$ cat src/hdl/retstack_pkg.sv
// Package of opcodes, widths and timing for the return-stack instruction unit.
`default_nettype none
package retstack_pkg;
  timeunit 1ns;
  timeprecision 1ns;
  // ==========================================================
  // Widths and depths.
  localparam int PC_W = 21;
  localparam int DEPTH = 31;
  localparam int PTR_W = 5;
  localparam int OFFSET_W = 11;
  // ==========================================================
  // Opcodes.
  localparam logic [15:0] OPC_PUSH = 16'h0005;
  localparam logic [15:0] OPC_POP = 16'h0006;
  localparam logic [4:0] OPC_RELATIVE_CALL_OP_HI = 5'h1b;
  // ==========================================================
  // Timing and reset values.
  localparam int CLK_NS = 50;
  localparam int QUARTERS = 4;
  localparam logic [1:0] Q_LAST = 2'(QUARTERS - 1);
  localparam logic [1:0] Q_DECODE = 2'h0;
  localparam logic [1:0] Q_STACK = 2'h1;
  localparam logic [1:0] Q_POP = 2'h2;
  localparam logic [1:0] Q_PCWRITE = 2'h3;
  localparam logic [PC_W-1:0] PC_STEP = 21'h000002;
  localparam logic [PC_W-1:0] PC_RESET = 21'h000000;
  localparam logic [PTR_W-1:0] PTR_RESET = 5'h00;
endpackage
`default_nettype wire

$ cat src/hdl/retstack_unit.sv
// Return-stack push, pop and relative call unit of the processor core.
`default_nettype none
// Summary of operation
// RULE1: Push opcode puts PC plus two on stack top, flags untouched.
// RULE2: A push moves the old top one level deeper.
// RULE3: Software may rewrite the top entry and then push it.
// RULE4: Relative call decoded from top five bits 11011; eleven-bit signed offset.
// RULE5: Relative call pushes PC plus two before the PC changes.
// RULE6: Call target is incremented PC plus twice the signed offset.
// RULE7: Relative call takes two cycles; second cycle is a no-operation.
// RULE8: After pop the entry below becomes top; PC unaffected.
// RULE9: Pop discards the top in one cycle, flags untouched.
// RULE10: Push happens in quarter two; quarters three and four idle.
module retstack_unit
  import retstack_pkg::*;
(
  input wire logic CLK, // Core clock.
  input wire logic RST, // Asynchronous reset, active high.
  input wire logic [15:0] INSTR, // Instruction word being executed.
  input wire logic [PC_W-1:0] PC_IN, // Incremented program counter (PC+2).
  input wire logic TOP_WR, // Software write of the stack top entry.
  input wire logic [PC_W-1:0] TOP_WDATA, // Data for the stack top write.
  output logic [PC_W-1:0] STACK_TOP_ENTRY, // Current stack top entry.
  output logic [PTR_W-1:0] DEPTH_OUT, // Number of entries held.
  output logic [1:0] QUARTER, // Current quarter-cycle.
  output logic PC_LOAD, // Load PC from PC_TARGET, one-cycle pulse.
  output logic [PC_W-1:0] PC_TARGET, // New program counter for calls.
  output logic FLUSH // Second call cycle executes as no-operation.
);
  timeunit 1ns;
  timeprecision 1ns;
  // ==========================================================
  // State.
  typedef enum logic [0:0] {EXEC, REFILL} cyc_e;
  cyc_e cyc_q, cyc_d;
  logic [1:0] q_q, q_d;
  logic [PC_W-1:0] mem_q [DEPTH];
  logic [PC_W-1:0] mem_d [DEPTH];
  logic [PTR_W-1:0] ptr_q, ptr_d;
  logic load_q, load_d;
  logic [PC_W-1:0] tgt_q, tgt_d;
  logic is_push, is_pop, is_call, is_stack_op;
  logic [PC_W-1:0] offs_ext;

  // Decode of the three instructions.
  assign is_push = (INSTR == OPC_PUSH) && cyc_q == EXEC; // RULE1
  assign is_pop = (INSTR == OPC_POP) && cyc_q == EXEC; // RULE9
  assign is_call = (INSTR[15:11] == OPC_RELATIVE_CALL_OP_HI) && cyc_q == EXEC; // RULE4
  assign is_stack_op = is_push || is_call;
  // Word offset sign-extended and doubled to a byte offset.
  assign offs_ext = {{(PC_W-OFFSET_W-1){INSTR[10]}}, INSTR[10:0], 1'b0};

  // ==========================================================
  // Sequencer: the quarter count wraps every four clocks, and a call
  // turns the next instruction cycle into a refill no-operation.
  always_comb
  begin
    q_d = q_q + 2'h1;
    cyc_d = cyc_q;
    if (q_q == Q_LAST)
    begin
      // Only the call lasts two cycles; every other opcode stays in EXEC.
      if (is_call)
        cyc_d = REFILL; // RULE7
      else
        cyc_d = EXEC;
    end
  end

  // Sequencer registers.
  always_ff @(posedge CLK or posedge RST)
  begin
    if (RST)
    begin
      q_q <= Q_DECODE;
      cyc_q <= EXEC;
    end
    else
    begin
      q_q <= q_d;
      cyc_q <= cyc_d;
    end
  end

  // ==========================================================
  // Stack: push and call write in quarter two, pop shifts up in quarter
  // three, and a software write of the top entry fills any other clock of a cycle that is not a push or call, except quarter three of a pop.
  // A push at full depth drops the deepest entry, and a pop on an empty
  // stack keeps the count at zero, so the count never wraps.
  always_comb
  begin
    mem_d = mem_q;
    ptr_d = ptr_q;
    if (q_q == Q_STACK && is_stack_op)
    begin
      // Shift all entries down one level; the new one goes on top.
      for (int i = DEPTH - 1; i > 0; i--)
        mem_d[i] = mem_q[i-1]; // RULE2
      mem_d[0] = PC_IN; // RULE1 RULE5 RULE10
      if (ptr_q != PTR_W'(DEPTH))
        ptr_d = ptr_q + 5'h01;
    end
    else if (q_q == Q_POP && is_pop)
    begin
      // Shift all entries up one level; the bottom refills with zero.
      for (int i = 0; i < DEPTH - 1; i++)
        mem_d[i] = mem_q[i+1]; // RULE8
      mem_d[DEPTH-1] = PC_RESET;
      if (ptr_q != PTR_RESET)
        ptr_d = ptr_q - 5'h01; // RULE9
    end
    // A write is dropped for the whole of a push or call, so the pushed
    // entry never mixes an old and a new top.
    else if (TOP_WR && !is_stack_op)
      mem_d[0] = TOP_WDATA; // RULE3
  end

  // Stack registers; reset empties every level.
  always_ff @(posedge CLK or posedge RST)
  begin
    if (RST)
    begin
      ptr_q <= PTR_RESET;
      for (int i = 0; i < DEPTH; i++)
        mem_q[i] <= PC_RESET;
    end
    else
    begin
      ptr_q <= ptr_d;
      mem_q <= mem_d;
    end
  end

  // ==========================================================
  // Call target: formed in the last quarter, after the return address is
  // already on the stack, and offered to the PC for exactly one clock.
  always_comb
  begin
    load_d = 1'b0;
    tgt_d = tgt_q;
    if (q_q == Q_PCWRITE && is_call)
    begin
      load_d = 1'b1; // RULE5
      tgt_d = PC_IN + offs_ext; // RULE6
    end
  end

  // Call target registers; the target holds until the next call.
  always_ff @(posedge CLK or posedge RST)
  begin
    if (RST)
    begin
      load_q <= 1'b0;
      tgt_q <= PC_RESET;
    end
    else
    begin
      load_q <= load_d;
      tgt_q <= tgt_d;
    end
  end

  // Outputs straight from flip-flops.
  assign STACK_TOP_ENTRY = mem_q[0];
  assign DEPTH_OUT = ptr_q;
  assign QUARTER = q_q;
  assign PC_LOAD = load_q;
  assign PC_TARGET = tgt_q;
  assign FLUSH = (cyc_q == REFILL);

  // ==========================================================
  // Assertions.
  a_push_top_value: assert property (@(posedge CLK) disable iff (RST)
    (q_q == Q_STACK && is_push) |=> STACK_TOP_ENTRY == $past(PC_IN)) // RULE1
    else $error("Push did not place PC plus two on top.");
  a_push_shift_down: assert property (@(posedge CLK) disable iff (RST)
    (q_q == Q_STACK && is_stack_op) |=> mem_q[1] == $past(mem_q[0])) // RULE2
    else $error("Old top not moved one level deeper.");
  a_top_write: assert property (@(posedge CLK) disable iff (RST)
    (TOP_WR && !is_stack_op && !(q_q == Q_POP && is_pop))
    |=> STACK_TOP_ENTRY == $past(TOP_WDATA)) // RULE3
    else $error("Top entry write lost.");
  a_call_decode: assert property (@(posedge CLK) disable iff (RST)
    (q_q == Q_PCWRITE && is_call) |=> PC_LOAD) // RULE4
    else $error("Relative call not decoded.");
  a_call_push_first: assert property (@(posedge CLK) disable iff (RST)
    (q_q == Q_STACK && is_call) |=> !PC_LOAD ##2 PC_LOAD) // RULE5
    else $error("Call pushed after PC update.");
  a_call_target: assert property (@(posedge CLK) disable iff (RST)
    (q_q == Q_PCWRITE && is_call)
    |=> PC_TARGET == $past(PC_IN) + $past(offs_ext)) // RULE6
    else $error("Call target wrong.");
  a_call_refill: assert property (@(posedge CLK) disable iff (RST)
    (q_q == Q_LAST && is_call) |=> FLUSH [*4] ##1 !FLUSH) // RULE7
    else $error("Call second cycle not four quarters.");
  a_pop_top: assert property (@(posedge CLK) disable iff (RST)
    (q_q == Q_POP && is_pop) |=> STACK_TOP_ENTRY == $past(mem_q[1])) // RULE8
    else $error("Pop did not expose entry below.");
  a_pop_no_pc: assert property (@(posedge CLK) disable iff (RST)
    (is_pop && !is_call) |=> !PC_LOAD) // RULE9
    else $error("Pop changed the program counter.");
  a_push_quarter: assert property (@(posedge CLK) disable iff (RST)
    (ptr_q != $past(ptr_q) && ptr_q > $past(ptr_q))
    |-> $past(q_q) == Q_STACK) // RULE10
    else $error("Push outside quarter two.");
  a_push_depth: assert property (@(posedge CLK) disable iff (RST)
    (q_q == Q_STACK && is_push && ptr_q != PTR_W'(DEPTH))
    |=> DEPTH_OUT == $past(ptr_q) + 5'h01) // RULE1
    else $error("Push did not add one entry.");
  a_pop_quarter: assert property (@(posedge CLK) disable iff (RST)
    (ptr_q < $past(ptr_q)) |-> $past(q_q) == Q_POP) // RULE9
    else $error("Pop outside quarter three.");
  a_pop_empty: assert property (@(posedge CLK) disable iff (RST)
    (q_q == Q_POP && is_pop && ptr_q == PTR_RESET)
    |=> DEPTH_OUT == PTR_RESET) // RULE9
    else $error("Pop on empty stack changed depth.");
  a_load_pulse: assert property (@(posedge CLK) disable iff (RST)
    PC_LOAD |=> !PC_LOAD) // RULE7
    else $error("PC load longer than one clock.");
  a_refill_idle: assert property (@(posedge CLK) disable iff (RST)
    FLUSH |=> DEPTH_OUT == $past(DEPTH_OUT)) // RULE7
    else $error("Stack moved during refill cycle.");
  a_pop_pc_kept: assert property (@(posedge CLK) disable iff (RST)
    is_pop |=> $stable(PC_TARGET)) // RULE8
    else $error("Pop moved the call target.");
  c_push: cover property (@(posedge CLK) q_q == Q_STACK && is_push);
  c_pop: cover property (@(posedge CLK) q_q == Q_POP && is_pop);
  c_call: cover property (@(posedge CLK) PC_LOAD ##1 FLUSH);
  c_top_write: cover property (@(posedge CLK) TOP_WR && !is_stack_op);
  c_pop_empty: cover property (@(posedge CLK)
    q_q == Q_POP && is_pop && ptr_q == PTR_RESET);
endmodule
`default_nettype wire

$ cat config.mk
export PLATFORM = sky130hd
export DESIGN_NAME = retstack_unit
export DESIGN_NICKNAME = d
export VERILOG_FILES = /design/src/hdl/retstack_pkg.sv /design/src/hdl/retstack_unit.sv
export SDC_FILE = /design/constraint.sdc
export NUM_CORES = 2
export LEC_CHECK = 0
export ABC_AREA = 1
export BUFFER_PORTS_ARGS = -buffer_cell sky130_fd_sc_hd__buf_2
export CORE_ASPECT_RATIO = 1.2
export CORE_MARGIN = 4
export CORE_UTILIZATION = 35
export CTS_CLUSTER_SIZE = 12
export DETAILED_ROUTE_END_ITERATION = 8
export GPL_TIMING_DRIVEN = 1
export PLACE_DENSITY = 0.6
export SLEW_MARGIN = 15
export SYNTH_ARGS = -nofsm -noshare
export SYNTH_HDL_FRONTEND = slang
export SYNTH_SLANG_ARGS = --single-unit
$ cat constraint.sdc
create_clock -name CLK -period 27 [get_ports CLK]
set_input_delay 4.05 -clock CLK [delete_from_list [all_inputs] [get_ports CLK]]
set_output_delay 4.05 -clock CLK [all_outputs]
set_load 0.03 [all_outputs]
==> flow_metrics.env <==
export IMPL_status="finished clean"
export IMPL_synth_fp_nets=4080
export IMPL_synthCells=3992
export IMPL_utilization_pct=38.9
export IMPL_vias_per_cell=4.97
export IMPL_finalMaxSlewViolations=0
export IMPL_ant_nets=0
export IMPL_final_layout_size_suffix_gt1_share_pct=6.40
export IMPL_slew_headroom_pct=27.2
export IMPL_gp_congestion=0.863
export IMPL_synth_simple_area_share_pct=17.9
export IMPL_end_kind="flop"
export IMPL_rows=121
export IMPL_cts_resized=0
export IMPL_insertion_delay_ps=610
export IMPL_clk_pin_slew_ps=60
export IMPL_grt_pass1_wl_um=124000
export IMPL_wl_per_cell_um=14.0
export IMPL_grt_usage_pct=14.8
export IMPL_cts_tree="done"
export IMPL_clkSinkCount=681
export IMPL_yosysWarningCount=0
export IMPL_diodes=0
export IMPL_cp_arrival_ps=9390
export IMPL_fin_crit_sh_pct=33.1
export IMPL_die_y_um=339
export IMPL_synth_cell_types=32
export IMPL_synth_seq_cells=681
export IMPL_crit_path_max_fanout=159
export IMPL_crit_chain="buf_2 > nor2_1 > nand2_1 > nor2_2 > nand3_2 > nand2_2 > nand2_8 > buf_4 > buf_4 > buf_4 > buf_4 > o21ai_0 > o21ai_0 > o21ai_0"
export IMPL_grt_pass1_vias=24866
export IMPL_firstDrtPassIters=5
export IMPL_p_leak_nw=17.6
export IMPL_initial_core_util_pct=35.3
export IMPL_io_buffer_count=111
export IMPL_hold_path_end="PC_TARGET[0]"
export IMPL_synthFlopType="dfrtp_1"
export IMPL_dpl_hpwl_um=41900
export IMPL_regArea_um2=17000
export IMPL_dieArea_um2=96300
export IMPL_crit_top_cell="buf_4"
export IMPL_synth_fa_ha_area_share_pct=1.10
export IMPL_vias=25548
export IMPL_holdPathStages=2
export IMPL_fp_dieW_um=284
export IMPL_fin_crit_ps=8940
export IMPL_synth_compound_area_share_pct=18.1
export IMPL_synth_top_area_cell="dfrtp_1"
export IMPL_synth_edff_count=0
export IMPL_ir_drop_mv=0.0441
export IMPL_avgSynthCellArea_um2=8.01
export IMPL_setup_viol=0
export IMPL_crit_required_ps=27450
export IMPL_syn2layout_area_growth_pct=10.3
export IMPL_cp_slowest_cell="buf_4"
export IMPL_synthMuxAreaShare_pct=0
export IMPL_hold_viol=0
export IMPL_grt_overflow=0
export IMPL_drcViolationCount=0
export IMPL_synth_seq_area_share_pct=53.3
export IMPL_max_cap_violations=0
export IMPL_dp_slack_ps=17480
export IMPL_synth_top_cell_area_share_pct=53.3
export IMPL_setup_tns_ps=0
export IMPL_post_cts_repair_setup_buffers=0
export IMPL_htreeDepth=3
export IMPL_multi_input_area_um2=12000
export IMPL_drtIter0Drc=2091
export IMPL_worstMarginPinSlew_ps=1090
export IMPL_grt_max_degree=245
export IMPL_whs_ps=473
export IMPL_rr_startpoint="QUARTER[0]"
export IMPL_reg2reg_depth=9
export IMPL_synth_top_family_by_area="compound AO/OA/AOI/OAI gates"
export IMPL_reg2reg_to="mem_q[158]"
export IMPL_clock_skew_ps=29.3
export IMPL_rsz0062_at_grt="false"
export IMPL_fmax_mhz=112
export IMPL_synth_xor_area_share_pct=0.246
export IMPL_postCtsHoldBufs=0
export IMPL_fill_cells=9116
export IMPL_num_io_pins=112
export IMPL_critPathMaxStageDelay_ps=960
export IMPL_yosys_top_cells_area="dfrtp_1 53%, o21ai_0 13%, nand2_1 13%, inv_1 5.0%, nand3_1 4.4%"
export IMPL_core_area_um2=90700
export IMPL_synth_async_sr_flop_share_pct=100
export IMPL_critical_path_startpoint_type="primary input"
export IMPL_syn_area_um2=32000
export IMPL_setup_slack_ps=18060
export IMPL_numCtsBuffers=74
export IMPL_power_mw=2.37
export IMPL_clk_path_buf_depth=3
export IMPL_path_class="primary input to flop"
export IMPL_grt_antenna_before_repair=0
export IMPL_wl_um=71800
export IMPL_min_delay_start="PC_TARGET[0]"
export IMPL_ctsRootBufferMaster="clkbuf_16"
export IMPL_power_density_nw_per_um2=67.1
export IMPL_r2r_slack_ps=21320
export IMPL_nets=4003
export IMPL_worstHoldPathType="flop to flop"
## cells in the mapped netlist (9+ instances only)
cell,number
buf_1,9
inv_1,429
clkbuf_1,143
ha_1,25
buf_2,99
nand3_1,281
o22ai_1,21
o21ai_1,229
dfrtp_1,681
a21oi_1,18
buf_4,27
nor2_1,38
o211ai_1,20
nand2_1,1073
o21ai_0,852
## placed cells by master (no fill, tap or decap), types with 20 or more instances in the layout
cell	instances
o21ai_1	229
nor2_1	38
nand2_1	1073
o21ai_0	852
o211ai_1	20
nand3_1	280
o22ai_1	21
buf_2	111
clkbuf_1	21
clkbuf_16	75
inv_1	427
dfrtp_1	681
ha_1	25
## area by class of cell
cell class,instances,share of cell area [%]
multi-input cells,2594,34.0
flip-flops and latches,681,48.3
inverters,431,4.67
well taps,1168,4.14
repair buffers,133,2.15
clock buffers,114,6.25
clock inverters,16,0.426
## state kept, by name, indices dropped and copies added (netlist names)
register / count
FLUSH: 1
QUARTER: 2
mem_q: 630
PC_TARGET: 21
PC_LOAD: 1
STACK_TOP_ENTRY: 21
DEPTH_OUT: 5
## stage by stage
| stage | cell area (um^2) | instances |
|---|---|---|
| 3_5_place_dp | 32900 | 5007 |
| 4_1_cts | 35300 | 5137 |
| 3_3_place_gp | 32900 | 5007 |
| 2_1_floorplan | 32000 | 3992 |
| 5_1_grt | 35300 | 5137 |
| 6_report | 35300 | 5137 |
## worst max-delay path, delay by kind of cell
family                 cells  cell delay (ps)
and+or+nand+nor            6              960
buffers and inverters      5             3680
AOI/OAI and AO/OA          3              460
## how the worst max path moves through the flow
stage,startpoint,endpoint
2_1_floorplan,RST,DEPTH_OUT[0]
3_3_place_gp,INSTR[10],mem_q[114]
3_5_place_dp,INSTR[10],mem_q[200]
4_1_cts,INSTR[10],mem_q[200]
5_1_grt,INSTR[10],mem_q[163]
6_report,INSTR[10],mem_q[158]
## where the power goes
group	switching (mW)	internal [mW]
Sequential	0.0552	1.12
Clock	0.409	0.573
Combinational	0.144	0.0693
## cells by family (layout without fill, tap and decap cells)
logic type | Yosys count | in the layout
DFF | 681 | 681
buffers and inverters | 717 | 694
xor gates and xnor gates | 9 | 9
AOI/OAI and AO/OA | 1142 | 1142
adders and majority gates | 27 | 27
and+or+nand+nor | 1416 | 1416
## routing by layer
layer / track usage, % / part of all wire [%] / vias up / wire length (um)
met4: 4.45 / 2.3 / 0 / 1630
li1: - / - / 12815 / -
met5: 0 / 0 / - / 0
met1: 20.8 / 48 / 12290 / 34600
met3: 1.85 / 3.1 / 100 / 2210
met2: 24.0 / 46 / 343 / 33400
Note: power is estimated with default switching activity, not from simulation.
